**src/logic/cpm_pkg.sv**
```systemverilog
// constants for the cpu clock and power manager
package cpm_pkg;
  // register byte offsets
  localparam logic [7:0] CPM_OFS_CPU_SEL = 8'h00;
  localparam logic [7:0] CPM_OFS_BLK_DIS = 8'h04;
  localparam logic [7:0] CPM_OFS_GATE_CTRL = 8'h08;
  localparam logic [7:0] CPM_OFS_THROTTLE = 8'h0C;
  localparam logic [7:0] CPM_OFS_STATUS = 8'h10;
  // per-cpu selection field: source in low two bits, ratio in high two
  localparam int CPM_SEL_W = 4;
  localparam int CPM_SEL_SRC_LSB = 0;
  localparam int CPM_SEL_RATIO_LSB = 2;
  // throttle register fields
  localparam int CPM_THR_QUARTER_BIT = 8;
  // status register fields
  localparam int CPM_ST_THERMAL_BIT = 0;
  localparam int CPM_ST_SEEN_BIT = 1;
  localparam int CPM_ST_THROTTLED_LSB = 8;
  localparam int CPM_ST_BLK_EN_LSB = 16;
  // gate control fields
  localparam int CPM_GATE_AUTO_BIT = 0;
  // reset values
  localparam logic [31:0] CPM_RST_CPU_SEL = 32'h0000_0000;
  localparam logic [31:0] CPM_RST_BLK_DIS = 32'h0000_0000;
  localparam logic CPM_RST_AUTOGATE = 1'b0;
  localparam logic [31:0] CPM_RST_THROTTLE = 32'h0000_0000;
  // clock sources of one cpu
  typedef enum logic [1:0] {
    CPM_SRC_PLL0,
    CPM_SRC_PLL1,
    CPM_SRC_PLL1_DIV,
    CPM_SRC_PLL2_DIV
  } cpm_src_t;
  // divider ratios
  typedef enum logic [1:0] {
    CPM_DIV_1,
    CPM_DIV_2,
    CPM_DIV_4,
    CPM_DIV_RSVD
  } cpm_ratio_t;
  // bus responses
  localparam logic [1:0] CPM_RESP_OKAY = 2'h0;
  localparam logic [1:0] CPM_RESP_DECERR = 2'h3;
endpackage

```
**src/logic/cpm_top.sv**
```systemverilog
// cpu clock selection, divider, throttle, block gating and disable mask
//
// How it works
// - idle blocks lose their clock enable
// - dispatched work re-enables clock next cycle
// - each cpu picks pll0 or pll1 directly
// - or an integer-divided pll1 or pll2
// - settings change on pulse boundaries, or between pulses while undivided
// - disable mask register stops unused block clocks
// - disable bits only set, reset alone clears
// - divider offers divide-by-two and divide-by-four
// - thermal interrupt slows selected cpus to at least /2, or to /4
// - throttle release restores clocks within cycles
`timescale 1ns/1ps
`default_nettype none
module cpm_top
  import cpm_pkg::*;
#(
  parameter int NCPU = 4,
  parameter int NBLK = 8,
  parameter int AW = 8
)(
  // clock, reset, enable
  input wire logic clk_i,
  input wire logic rst_b_i,
  input wire logic ce_i,
  // pll rate ticks, same clock domain
  input wire logic [2:0] pll_tick_i,
  // internal block activity
  input wire logic [NBLK-1:0] block_busy_i,
  input wire logic [NBLK-1:0] block_dispatch_i,
  // external temperature detector, asynchronous
  input wire logic thermal_irq_i,
  // axi4-lite write address
  input wire logic [AW-1:0] s_axi_awaddr,
  input wire logic s_axi_awvalid,
  output logic s_axi_awready,
  // axi4-lite write data
  input wire logic [31:0] s_axi_wdata,
  input wire logic [3:0] s_axi_wstrb,
  input wire logic s_axi_wvalid,
  output logic s_axi_wready,
  // axi4-lite write response
  output logic [1:0] s_axi_bresp,
  output logic s_axi_bvalid,
  input wire logic s_axi_bready,
  // axi4-lite read address
  input wire logic [AW-1:0] s_axi_araddr,
  input wire logic s_axi_arvalid,
  output logic s_axi_arready,
  // axi4-lite read data
  output logic [31:0] s_axi_rdata,
  output logic [1:0] s_axi_rresp,
  output logic s_axi_rvalid,
  input wire logic s_axi_rready,
  // generated clock enables
  output logic [NCPU-1:0] cpu_clk_en_o,
  output logic [NBLK-1:0] block_clk_en_o
);

  typedef struct packed {
    logic [NCPU*CPM_SEL_W-1:0] sel;
    logic [NBLK-1:0] block_clock_disable_mask;
    logic autogate;
    logic [NCPU-1:0] thr_sel;
    logic thr_quarter;
    logic [1:0] thr_sync;
    logic thr_prev;
    logic seen;
    logic [NBLK-1:0] blk_en;
    logic [NCPU-1:0][1:0] src;
    logic [NCPU-1:0][1:0] lim;
    logic [NCPU-1:0][1:0] cnt;
    logic [NCPU-1:0] cpu_en;
    logic bvalid;
    logic [1:0] bresp;
    logic rvalid;
    logic [31:0] rdata;
    logic [1:0] rresp;
  } cpm_state_t;

  cpm_state_t st;
  cpm_state_t next_st;

  logic wr_go;
  logic rd_go;
  logic thermal;
  logic [31:0] wmask;
  logic [NCPU-1:0] throttled;

  // both write channels are taken together, one write at a time
  // handshakes, combinational and held low while the enable is low
  assign wr_go = ce_i & s_axi_awvalid & s_axi_wvalid & ~st.bvalid;
  assign rd_go = ce_i & s_axi_arvalid & ~st.rvalid;
  assign s_axi_awready = wr_go;
  assign s_axi_wready = wr_go;
  assign s_axi_arready = rd_go;
  // responses and clock enables straight from flops
  assign s_axi_bvalid = st.bvalid;
  assign s_axi_bresp = st.bresp;
  assign s_axi_rvalid = st.rvalid;
  assign s_axi_rdata = st.rdata;
  assign s_axi_rresp = st.rresp;
  assign cpu_clk_en_o = st.cpu_en;
  assign block_clk_en_o = st.blk_en;

  assign thermal = st.thr_sync[1];
  assign throttled = thermal ? st.thr_sel : '0;

  always_comb
  begin
    for (int b = 0; b < 4; b++)
    begin
      wmask[b*8 +: 8] = s_axi_wstrb[b] ? 8'hFF : 8'h00;
    end
  end

  // ratio a cpu should run at now, as a divider limit
  function automatic logic [1:0] want_lim(input logic [CPM_SEL_W-1:0] cfg,
                                          input logic thr, input logic quarter);
    logic [1:0] ratio;
    ratio = cfg[CPM_SEL_RATIO_LSB +: 2];
    if (cfg[CPM_SEL_SRC_LSB +: 2] == CPM_SRC_PLL0 || cfg[CPM_SEL_SRC_LSB +: 2] == CPM_SRC_PLL1)
    begin
      ratio = CPM_DIV_1;
    end
    // reserved ratio runs as the slowest one
    if (ratio == CPM_DIV_RSVD)
    begin
      ratio = CPM_DIV_4;
    end
    // throttle: quarter forces /4, otherwise at least /2
    if (thr)
    begin
      if (quarter)
      begin
        ratio = CPM_DIV_4;
      end
      else if (ratio == CPM_DIV_1)
      begin
        ratio = CPM_DIV_2;
      end
    end
    unique case (ratio)
      CPM_DIV_2: want_lim = 2'h1;
      CPM_DIV_4: want_lim = 2'h3;
      CPM_DIV_1, CPM_DIV_RSVD: want_lim = 2'h0;
    endcase
  endfunction

  function automatic logic pick_tick(input logic [1:0] src, input logic [2:0] tick);
    unique case (src)
      CPM_SRC_PLL0: pick_tick = tick[0];
      CPM_SRC_PLL1: pick_tick = tick[1];
      CPM_SRC_PLL1_DIV: pick_tick = tick[1];
      CPM_SRC_PLL2_DIV: pick_tick = tick[2];
    endcase
  endfunction

  always_comb
  begin
    logic [31:0] rd;
    logic [7:0] waddr;
    logic [7:0] raddr;
    logic [CPM_SEL_W-1:0] cfg;
    logic [1:0] cfg_src;
    rd = '0;
    waddr = '0;
    raddr = '0;
    cfg = '0;
    cfg_src = '0;
    next_st = st;

    // thermal input synchroniser and edge capture
    next_st.thr_sync = {st.thr_sync[0], thermal_irq_i};
    next_st.thr_prev = thermal;

    // block clock gating
    for (int i = 0; i < NBLK; i++)
    begin
      next_st.blk_en[i] = ~st.block_clock_disable_mask[i] &
                          (~st.autogate | block_busy_i[i] | block_dispatch_i[i]);
    end

    // per-cpu divider; a new source or ratio is loaded as a pulse is issued,
    // or between pulses while undivided, so the cpu never sees a shortened period
    for (int c = 0; c < NCPU; c++)
    begin
      cfg = st.sel[c*CPM_SEL_W +: CPM_SEL_W];
      cfg_src = cfg[CPM_SEL_SRC_LSB +: 2];
      next_st.cpu_en[c] = 1'b0;
      if (pick_tick(st.src[c], pll_tick_i))
      begin
        if (st.cnt[c] >= st.lim[c])
        begin
          next_st.cpu_en[c] = 1'b1;
          next_st.cnt[c] = 2'h0;
          next_st.src[c] = cfg_src;
          next_st.lim[c] = want_lim(cfg, throttled[c], st.thr_quarter);
        end
        else
        begin
          next_st.cnt[c] = 2'(st.cnt[c] + 2'h1);
        end
      end
      else if (st.lim[c] == 2'h0
               && pick_tick(cfg_src, pll_tick_i) == 1'b0
               && st.src[c] != cfg_src)
      begin
        // idle between full-rate pulses: safe point to switch source
        next_st.src[c] = cfg_src;
        next_st.lim[c] = want_lim(cfg, throttled[c], st.thr_quarter);
      end
    end

    // write channel
    if (st.bvalid && s_axi_bready)
    begin
      next_st.bvalid = 1'b0;
    end
    if (wr_go)
    begin
      waddr = 8'(s_axi_awaddr) & 8'hFC;
      next_st.bvalid = 1'b1;
      next_st.bresp = CPM_RESP_OKAY;
      unique case (waddr)
        CPM_OFS_CPU_SEL:
        begin
          next_st.sel = (NCPU*CPM_SEL_W)'((32'(st.sel) & ~wmask) | (s_axi_wdata & wmask));
        end
        CPM_OFS_BLK_DIS:
        begin
          // bits can only be set; nothing but reset clears them
          next_st.block_clock_disable_mask = st.block_clock_disable_mask |
                                             NBLK'(s_axi_wdata & wmask);
        end
        CPM_OFS_GATE_CTRL:
        begin
          if (s_axi_wstrb[0])
          begin
            next_st.autogate = s_axi_wdata[CPM_GATE_AUTO_BIT];
          end
        end
        CPM_OFS_THROTTLE:
        begin
          if (s_axi_wstrb[0])
          begin
            next_st.thr_sel = NCPU'(s_axi_wdata[7:0]);
          end
          if (s_axi_wstrb[1])
          begin
            next_st.thr_quarter = s_axi_wdata[CPM_THR_QUARTER_BIT];
          end
        end
        CPM_OFS_STATUS:
        begin
          if (s_axi_wstrb[0] && s_axi_wdata[CPM_ST_SEEN_BIT])
          begin
            next_st.seen = 1'b0;
          end
        end
        default:
        begin
          next_st.bresp = CPM_RESP_DECERR;
        end
      endcase
    end
    // a new over-temperature edge wins over a clear in the same cycle
    if (thermal && !st.thr_prev)
    begin
      next_st.seen = 1'b1;
    end

    // read channel
    if (st.rvalid && s_axi_rready)
    begin
      next_st.rvalid = 1'b0;
    end
    if (rd_go)
    begin
      raddr = 8'(s_axi_araddr) & 8'hFC;
      next_st.rvalid = 1'b1;
      next_st.rresp = CPM_RESP_OKAY;
      unique case (raddr)
        CPM_OFS_CPU_SEL: rd = 32'(st.sel);
        CPM_OFS_BLK_DIS: rd = 32'(st.block_clock_disable_mask);
        CPM_OFS_GATE_CTRL: rd[CPM_GATE_AUTO_BIT] = st.autogate;
        CPM_OFS_THROTTLE:
        begin
          rd[NCPU-1:0] = st.thr_sel;
          rd[CPM_THR_QUARTER_BIT] = st.thr_quarter;
        end
        CPM_OFS_STATUS:
        begin
          rd[CPM_ST_THERMAL_BIT] = thermal;
          rd[CPM_ST_SEEN_BIT] = st.seen;
          rd[CPM_ST_THROTTLED_LSB +: NCPU] = throttled;
          rd[CPM_ST_BLK_EN_LSB +: NBLK] = st.blk_en;
        end
        default: next_st.rresp = CPM_RESP_DECERR;
      endcase
      next_st.rdata = rd;
    end
  end

  always_ff @(posedge clk_i or negedge rst_b_i)
  begin
    if (!rst_b_i)
    begin
      // programmed registers
      st.sel <= (NCPU*CPM_SEL_W)'(CPM_RST_CPU_SEL);
      st.block_clock_disable_mask <= NBLK'(CPM_RST_BLK_DIS);
      st.autogate <= CPM_RST_AUTOGATE;
      st.thr_sel <= NCPU'(CPM_RST_THROTTLE);
      st.thr_quarter <= 1'b0;
      st.seen <= 1'b0;

      // synchroniser and divider state
      st.thr_sync <= 2'h0;
      st.thr_prev <= 1'b0;
      st.blk_en <= '1;
      st.src <= '0;
      st.lim <= '0;
      st.cnt <= '0;
      st.cpu_en <= '0;

      // bus responses
      st.bvalid <= 1'b0;
      st.bresp <= 2'h0;
      st.rvalid <= 1'b0;
      st.rdata <= 32'h0000_0000;
      st.rresp <= 2'h0;
    end
    else if (ce_i)
    begin
      st <= next_st;
    end
  end

endmodule // cpm_top
`default_nettype wire

```
**config.mk**
```make
export PLATFORM = sky130hd
export DESIGN_NAME = cpm_top
export DESIGN_NICKNAME = d
export VERILOG_FILES = /design/src/logic/cpm_pkg.sv /design/src/logic/cpm_top.sv
export SDC_FILE = /design/constraint.sdc
export NUM_CORES = 1
export LEC_CHECK = 0
export BUFFER_PORTS_ARGS = -buffer_cell sky130_fd_sc_hd__buf_2
export CAP_MARGIN = 20
export CELL_PAD_IN_SITES_DETAIL_PLACEMENT = 1
export CELL_PAD_IN_SITES_GLOBAL_PLACEMENT = 1
export CORE_MARGIN = 3
export CORE_UTILIZATION = 44
export CTS_CLUSTER_DIAMETER = 40
export DETAILED_ROUTE_END_ITERATION = 8
export GPL_ROUTABILITY_DRIVEN = 0
export MAX_ROUTING_LAYER = met4
export PLACE_DENSITY_LB_ADDON = 0.15
export SLEW_MARGIN = 20
export SYNTH_ARGS = -nofsm -noshare
export SYNTH_HDL_FRONTEND = slang
export SYNTH_SLANG_ARGS = --single-unit
```
**constraint.sdc**
```tcl
create_clock -name clk_i -period 2.92 [get_ports clk_i]
set_input_delay 0.584 -clock clk_i [delete_from_list [all_inputs] [get_ports clk_i]]
set_output_delay 0.584 -clock clk_i [all_outputs]
set_load 0.01 [all_outputs]
```
==> results of run 1 <==
routing by layer:
| layer | vias to the layer above | track usage [%] | part of all wire [%] |
|---|---|---|---|
| met5 | - | - | 0 |
| met4 | 0 | 6.040 | 1.7 |
| met3 | 16 | 4.833 | 4.8 |
| li1 | 1883 | - | - |
| met1 | 2023 | 25.65 | 43 |
| met2 | 108 | 36.18 | 51 |
through the flow:
step                setup WS (ns)  total power, mW  util, %  instances  cell area [µm²]
global placement           0.6527            1.761    49.18        722             5759
floorplan                  0.9646            1.654        -        537             5449
detailed placement         0.6239            1.775    49.18        722             5759
global route               0.5454            3.148    51.89        738             6077
finish                     0.7042            3.014    51.91        739             6080
CTS                        0.6890            3.051    51.89        738             6077
path summary, 6_finish.rpt:
path	startpoint	end	slack, ns	cells past startpoint
worst max-delay path	ce_i	s_axi_arready	0.70	6
worst min-delay path	rst_b_i	asynchronous set/reset pin	0.20	1
worst max register to register	st[58]	st[51]	0.77	8
worst min register to register	s_axi_rdata[13]	s_axi_rdata[13]	0.46	2
max in group asynchronous	rst_b_i	st[53]	2.06	2
min in group clk_i	s_axi_rdata[13]	s_axi_rdata[13]	0.46	2
worst register-to-register path: cells and delay by family (launching register included):
kind                     cells  cell delay [ns]
AO/OA/AOI/OAI                3             0.59
AND/OR/NAND/NOR              1             0.19
multiplexers                 1             0.33
adder cells (fa/ha/maj)      1             0.28
buffers and inverters        2             0.25
flip-flops                   1             0.41
placed cells by master (no fill, tap or decap), types with 5 or more instances in the layout:
cell type,instances
dfstp_2,8
buf_2,101
or2_2,5
dfrtp_1,90
xnor2_1,6
ha_1,32
nand2_1,63
a21oi_1,11
mux2i_1,14
conb_1,8
buf_4,9
clkbuf_16,9
a21o_1,17
inv_1,34
mux2_4,8
a22oi_1,17
nand3_1,24
nor2_1,25
mux2_2,29
o21ai_0,29
power by group through the flow:
stage	registers, mW	logic [mW]	clock network (mW)
5_1_grt	1.45	0.335	1.36
2_1_floorplan	1.46	0.197	0
4_1_cts	1.45	0.304	1.30
6_report	1.45	0.298	1.27
3_5_place_dp	1.47	0.302	0
3_3_place_gp	1.47	0.292	0
layout make-up:
type                       instances  share of cell area [%]
timing repair buffer             111                   9.755
sequential                        98                   40.50
clock buffer                      15                   4.733
inverter                          34                   2.099
clock inverter                     1                  0.4939
antenna                            1                 0.04116
tap                              143                   2.943
multi-input combinational        336                   39.43
cells by family after synthesis:
family          Yosys count  share of synthesized area, %
mux                      52                         11.24
fa+ha+maj                32                         7.383
simple gates            138                         11.77
flops                    98                         45.41
other cells               1                       0.06915
compound gates           98                         11.97
xor+xnor                  8                         1.292
buf+inv                 103                         10.87
==> results.py, run 1 <==
metrics = {
    "power_and_ir_drop": {
        "power.combinational.fraction_pct": 9.9,
        "switching_share_pct": 24.24,
        "internal-power_mw": 2.283,
        "power-per-cell-area_nw_per_um2": 495.8,
        "static-leakage-power_nw": 3.147,
        "p_switching_mw": 0.7305,
        "share_clk_of_total_power_pct": 42.1,
        "share_of_total_power_in_sequential_cells_pct": 48.1,
        "irDropWorstVdd_uv": 390.3,
    },
    "place": {
        "dp_hpwl_um": 10030,
        "numPortBuffers": 102,
    },
    "grt": {
        "grt_max_degree": 45,
        "track_usage_pct": 21.35,
        "grt-ovfl-total": 0,
        "grt_pass1_wl_um": 21840,
        "grt_pass1_vias": 4314,
        "antenna_found_initial": 0,
    },
    "final_layout": {
        "fin_nets": 702,
        "fill_cells": 1335,
        "layout.area.seq_um2": 2462,
        "drive_gt1_share_pct": 30.25,
        "multiInputGateArea_um2": 2397,
        "flow.area_growth_from_synthesis_pct": 12.11,
    },
    "synth": {
        "yosys_register_bits": 98,
        "ys_async_sr_fraction_pct": 100.0,
        "synth.top_cells.by_count": "90 x dfrtp_1, 63 x nand2_1, 51 x buf_4, 34 x inv_1, 32 x ha_1",
        "synth.cell_area_um2": 5423,
        "synth.yosys.seq_area_share_pct": 45.41,
        "synth.distinct_cells": 45,
        "netlist_instances": 530,
        "synth.area.top_cells": "dfrtp_1 42%, ha_1 7.4%, buf_4 7.1%, mux2_2 6.0%, nand2_1 4.4%",
        "synth_top_area_cell": "dfrtp_1",
        "yosys.cell_count.top_type": "dfrtp_1",
        "post_synth_edffs": 0,
        "synth.avg_cell_area_um2": 10.23,
        "yosys.area.top_type_share_pct": 41.53,
        "synthesis.yosys.warnings": 0,
        "yosys_most_used_dff": "dfrtp_1",
    },
    "critical_path": {
        "worstPathBufferInverterCount": 4,
        "start_kind": "primary input",
        "critPathMaxFanout": 34,
        "critical-path-top-cell-by-count": "buf_2",
        "max_stage_delay_ns": 0.37,
        "setup.worst_path.class": "primary input to output port",
        "crit_path_cell_trace": "buf_2 -> buf_4 -> nand2_1 -> or2_2 -> inv_1 -> buf_2",
        "worst_path_max_delay_cell": "buf_4",
        "required_ns": 2.34,
        "critPathCaptureType": "output port",
        "critical_path.top_delay_family": "buffers and inverters",
        "critPathArrivalTime_ns": 1.63,
    },
    "floorplan": {
        "placement_rows": 39,
        "start_util_pct": 46.30,
        "die_height_um": 117.0,
        "fp.coreArea_um2": 11710,
        "ios": 133,
        "die_width_um": 117.0,
        "design.die.area_um2": 13690,
    },
    "timing": {
        "layout_min_cycle_time_ns": 2.216,
        "setup_viol_count_final": 0,
        "hold_slack_ns": 0.1980,
        "worst-slew-pin-transition_ns": 0.6964,
        "min_period_over_period_pct": 75.88,
        "final_max_slew_viol_count": 0,
        "fin_tns_setup_ns": 0,
        "report.final.hold_viol_count": 0,
        "finClkSkew_ns": 0.004501,
        "fmax_mhz": 451.3,
        "maxSlewHeadroom_pct": 53.57,
        "grt_setup_unrepaired": "false",
    },
    "route": {
        "drtAntennaViolNets": 0,
        "route.detailed.wl_per_inst_um": 18.40,
        "first_pass_iters": 5,
        "totalWireLength_um": 13600,
        "vias_after_detailed_routing": 4030,
        "drt-vias-per-instance": 5.453,
        "drt_first_iter_violations": 195,
        "detailed_route_drc_error_count": 0,
    },
    "clock_network": {
        "cts_tree": "built",
        "ctsHoldBuffers": 0,
        "clk_latency_worst_skew_pair_ns": 0.34,
        "clkTransAtPathRegs_ns": 0.06,
        "ctsLongestPathBuffers": 2,
        "cts-buffers-inserted": 9,
        "cts_root_buffer": "clkbuf_16",
        "cts.repair_timing.setup_buffer_count": 0,
        "clkSinkCount": 98,
        "cts_max_level": 3,
        "post_cts_resized": 0,
    },
    "run_status": {
        "status": "finished, final reports clean",
    },
    "hold_path": {
        "hp-class": "primary input to asynchronous set/reset pin",
    },
    "flow_run": {
        "drv.max_cap_violation_count": 0,
    },
}
No activity file was read; power rests on OpenSTA's default activity.
==> inputs of run 2 (changes only) <==
ABC_AREA = 1   (was default)
CORE_UTILIZATION = 36   (was 44)
clock period = 1.8 ns   (was 2.92 ns; I/O delays follow)
==> run 2 against run 1 <==
Register-to-register slack lost 0.66 ns. Combinational power increased to 4.3 times the previous value. Design area grew 9.0%. Non-clock buffer count increased by 16. Global-route usage fell by 2.9 points. Worst hold slack improved by 0.012 ns. Worst setup slack worse by 0.59 ns. Sequential power grew 77%. Synthesized cell count increased by 34%. Clock skew is 0.0022 ns higher. Sequential cell count unchanged. First-iteration DRC count is 14% lower.
==> results.py, run 2 <==
metrics = {
    "synth": {
        "synth.cell_area_um2": 5733,
        "synth.area.top_cells": "dfrtp_1 39%, nand2_1 14%, ha_1 7.0%, buf_4 6.4%, inv_1 5.8%",
        "synth.distinct_cells": 38,
        "yosys_most_used_dff": "dfrtp_1",
        "ys_async_sr_fraction_pct": 100.0,
        "synthesis.yosys.warnings": 0,
        "netlist_instances": 708,
        "yosys.cell_count.top_type": "nand2_1",
        "post_synth_edffs": 0,
        "yosys.area.top_type_share_pct": 39.28,
        "synth_top_area_cell": "dfrtp_1",
        "yosys_register_bits": 98,
        "synth.avg_cell_area_um2": 8.097,
        "synth.yosys.seq_area_share_pct": 42.95,
        "synth.top_cells.by_count": "209 x nand2_1, 90 x dfrtp_1, 89 x inv_1, 49 x buf_4, 44 x nor2_1",
    },
    "final_layout": {
        "fill_cells": 1892,
        "drive_gt1_share_pct": 26.07,
        "multiInputGateArea_um2": 2512,
        "fin_nets": 901,
        "layout.cells.most_common": "nand2_1",
        "commonest_non_fill_non_tap_cells_in_the_layout": "207 x nand2_1, 101 x buf_2, 88 x dfrtp_1, 87 x inv_1, 44 x nor2_1",
        "antenna_cells": 0,
        "flow.area_growth_from_synthesis_pct": 15.54,
        "postLayoutCellArea_um2": 6624,
        "layout.area.seq_um2": 2465,
    },
    "route": {
        "vias_after_detailed_routing": 4797,
        "drt_first_iter_violations": 168,
        "drtAntennaViolNets": 0,
        "first_pass_iters": 4,
        "totalWireLength_um": 15330,
        "drt-vias-per-instance": 4.773,
        "detailed_route_drc_error_count": 0,
        "route.detailed.wl_per_inst_um": 15.25,
    },
    "timing": {
        "final_max_slew_viol_count": 0,
        "layout_min_cycle_time_ns": 1.688,
        "fmax_mhz": 592.5,
        "report.final.hold_viol_count": 0,
        "min_period_over_period_pct": 93.76,
        "setup_viol_count_final": 0,
        "finClkSkew_ns": 0.006656,
    },
    "clock_network": {
        "ctsLongestPathBuffers": 2,
        "clkTransAtPathRegs_ns": 0.08,
        "clkSinkCount": 98,
        "cts_root_buffer": "clkbuf_16",
        "cts-buffers-inserted": 9,
        "cts_tree": "built",
        "cts_max_level": 3,
        "clk_latency_worst_skew_pair_ns": 0.36,
    },
    "critical_path": {
        "crit_path_cell_trace": "inv_1 -> ha_1 -> o32ai_2 -> a21o_1 -> ha_1 -> inv_1 -> nand2_1 -> nand2_1",
        "worst_setup_path_endpoint": "st[56]",
        "worstPathBufferInverterCount": 2,
        "reg2regPathDepth": 8,
        "required_ns": 2.09,
        "critPathCaptureType": "flop",
        "critical_path.top_delay_family": "adder cells",
        "setup.reg_to_reg.worst_slack_ns": 0.11,
        "worstSetupPathDepth": 8,
        "max_stage_delay_ns": 0.46,
        "worst_path_max_delay_cell": "dfrtp_1",
        "critPathArrivalTime_ns": 1.98,
        "critPathMaxFanout": 5,
        "start_kind": "flop",
        "setup.worst_path.class": "flop to flop",
        "reg_to_reg_endpoint": "st[56]",
    },
    "grt": {
        "grt_pass1_vias": 5081,
        "grt-ovfl-total": 0,
        "track_usage_pct": 18.42,
        "grt_max_degree": 41,
        "antenna_found_initial": 0,
        "grt_pass1_wl_um": 25450,
    },
    "power_and_ir_drop": {
        "power.combinational.fraction_pct": 22.1,
        "p_switching_mw": 1.895,
        "static-leakage-power_nw": 3.555,
        "irDropWorstVdd_uv": 421.0,
        "totalPowerFinal_mw": 5.799,
        "switching_share_pct": 32.67,
        "share_clk_of_total_power_pct": 33.7,
        "internal-power_mw": 3.904,
        "share_of_total_power_in_sequential_cells_pct": 44.3,
        "power-per-cell-area_nw_per_um2": 875.4,
    },
    "place": {
        "numPortBuffers": 102,
        "dp_hpwl_um": 11950,
        "placed_cell_area_um2": 6270,
    },
    "hold_path": {
        "hp-class": "primary input to flop",
    },
    "floorplan": {
        "die_width_um": 132.2,
        "ios": 133,
        "placement_rows": 45,
        "fp.coreArea_um2": 15370,
        "design.die.area_um2": 17480,
        "start_util_pct": 37.30,
        "die_height_um": 132.2,
    },
    "flow_run": {
        "drv.max_cap_violation_count": 0,
    },
    "run_status": {
        "status": "finished, final reports clean",
    },
}
run 2: cell count changes after synthesis, sizes merged, moves of 7 or more:
cell and delta:
clkbuf -7, mux2i -14, mux2 -37, o311ai +8
a21o -13, o31ai +8, nor2 +23, nand4 +10
nand2 +149, a22oi -17, inv +62, a21oi +9
o21ai +23, nand3 +10
run 2: power groups by stage:
stage / clock network [mW] / registers, mW / logic [mW]
CTS: 2.02 / 2.57 / 1.26
floorplan: 0 / 2.56 / 0.933
finish: 1.95 / 2.57 / 1.28
detailed placement: 0 / 2.61 / 1.25
global route: 2.09 / 2.60 / 1.47
global placement: 0 / 2.59 / 1.19
run 2: layout make-up:
cell class | count | share of cell area (%)
clock buffer | 10 | 3.608
clock inverter | 6 | 0.8311
inverter | 96 | 5.440
multi-input combinational | 457 | 37.93
sequential | 98 | 37.21
tap | 211 | 3.986
timing repair buffer | 127 | 10.99
run 2: worst reg2reg max path: stages, from the launching register on:
cell and delay, ns:
dfrtp_1 0.46, inv_1 0.10, ha_1 0.25, o32ai_2 0.31, a21o_1 0.13, ha_1 0.22
inv_1 0.05, nand2_1 0.05, nand2_1 0.06
run 2: cells by family after synthesis:
family / Yosys count / synth area share (%)
flip-flops: 98 / 42.95
buffers and inverters: 160 / 14.25
adder cells (fa/ha/maj): 32 / 6.984
AO/OA/AOI/OAI: 105 / 12.09
AND/OR/NAND/NOR: 312 / 23.66
other: 1 / 0.06541
run 2: worst min-delay path by stage:
| stage | startpoint | endpoint | depth (start not counted) |
|---|---|---|---|
| final | thermal_irq_i | next_st[77] | 3 |
| after detailed placement | rst_b_i | s_axi_rdata[19] | 1 |
| after global placement | rst_b_i | s_axi_rdata[19] | 1 |
| after CTS | thermal_irq_i | next_st[77] | 3 |
| after global routing | thermal_irq_i | next_st[77] | 3 |
| after floorplan | rst_b_i | asynchronous set/reset pin | 0 |
run 2: through the flow:
step	setup slack [ns]	util [%]	TNS, ns	instances	hold slack, ns
finish	0.1123	43.09	0	1005	0.2100
global route	-0.03042	43.09	-0.05562	1005	0.2176
CTS	0.02610	42.77	0	1003	0.2029
detailed placement	0.07108	40.79	0	986	0.3060
global placement	0.1084	40.79	0	986	0.2967
floorplan	0.2598	-	0	715	0.06441
run 2: what timing repair did:
item | 4_1_cts | 5_1_grt
setup endpoints to repair | 0 | 16
hold buffers | 1 | 0
gates resized for setup | 0 | 15
buffers inserted | 0 | 2
endpoints found under the hold margin | 16 | 0
run 2: metal layers:
layer | wire length (µm) | track usage (%) | vias to the layer above
li1 | - | - | 2361
met2 | 7438 | 30.19 | 75
met5 | 0 | - | -
met1 | 7244 | 23.49 | 2343
met3 | 403 | 2.519 | 18
met4 | 242 | 6.524 | 0
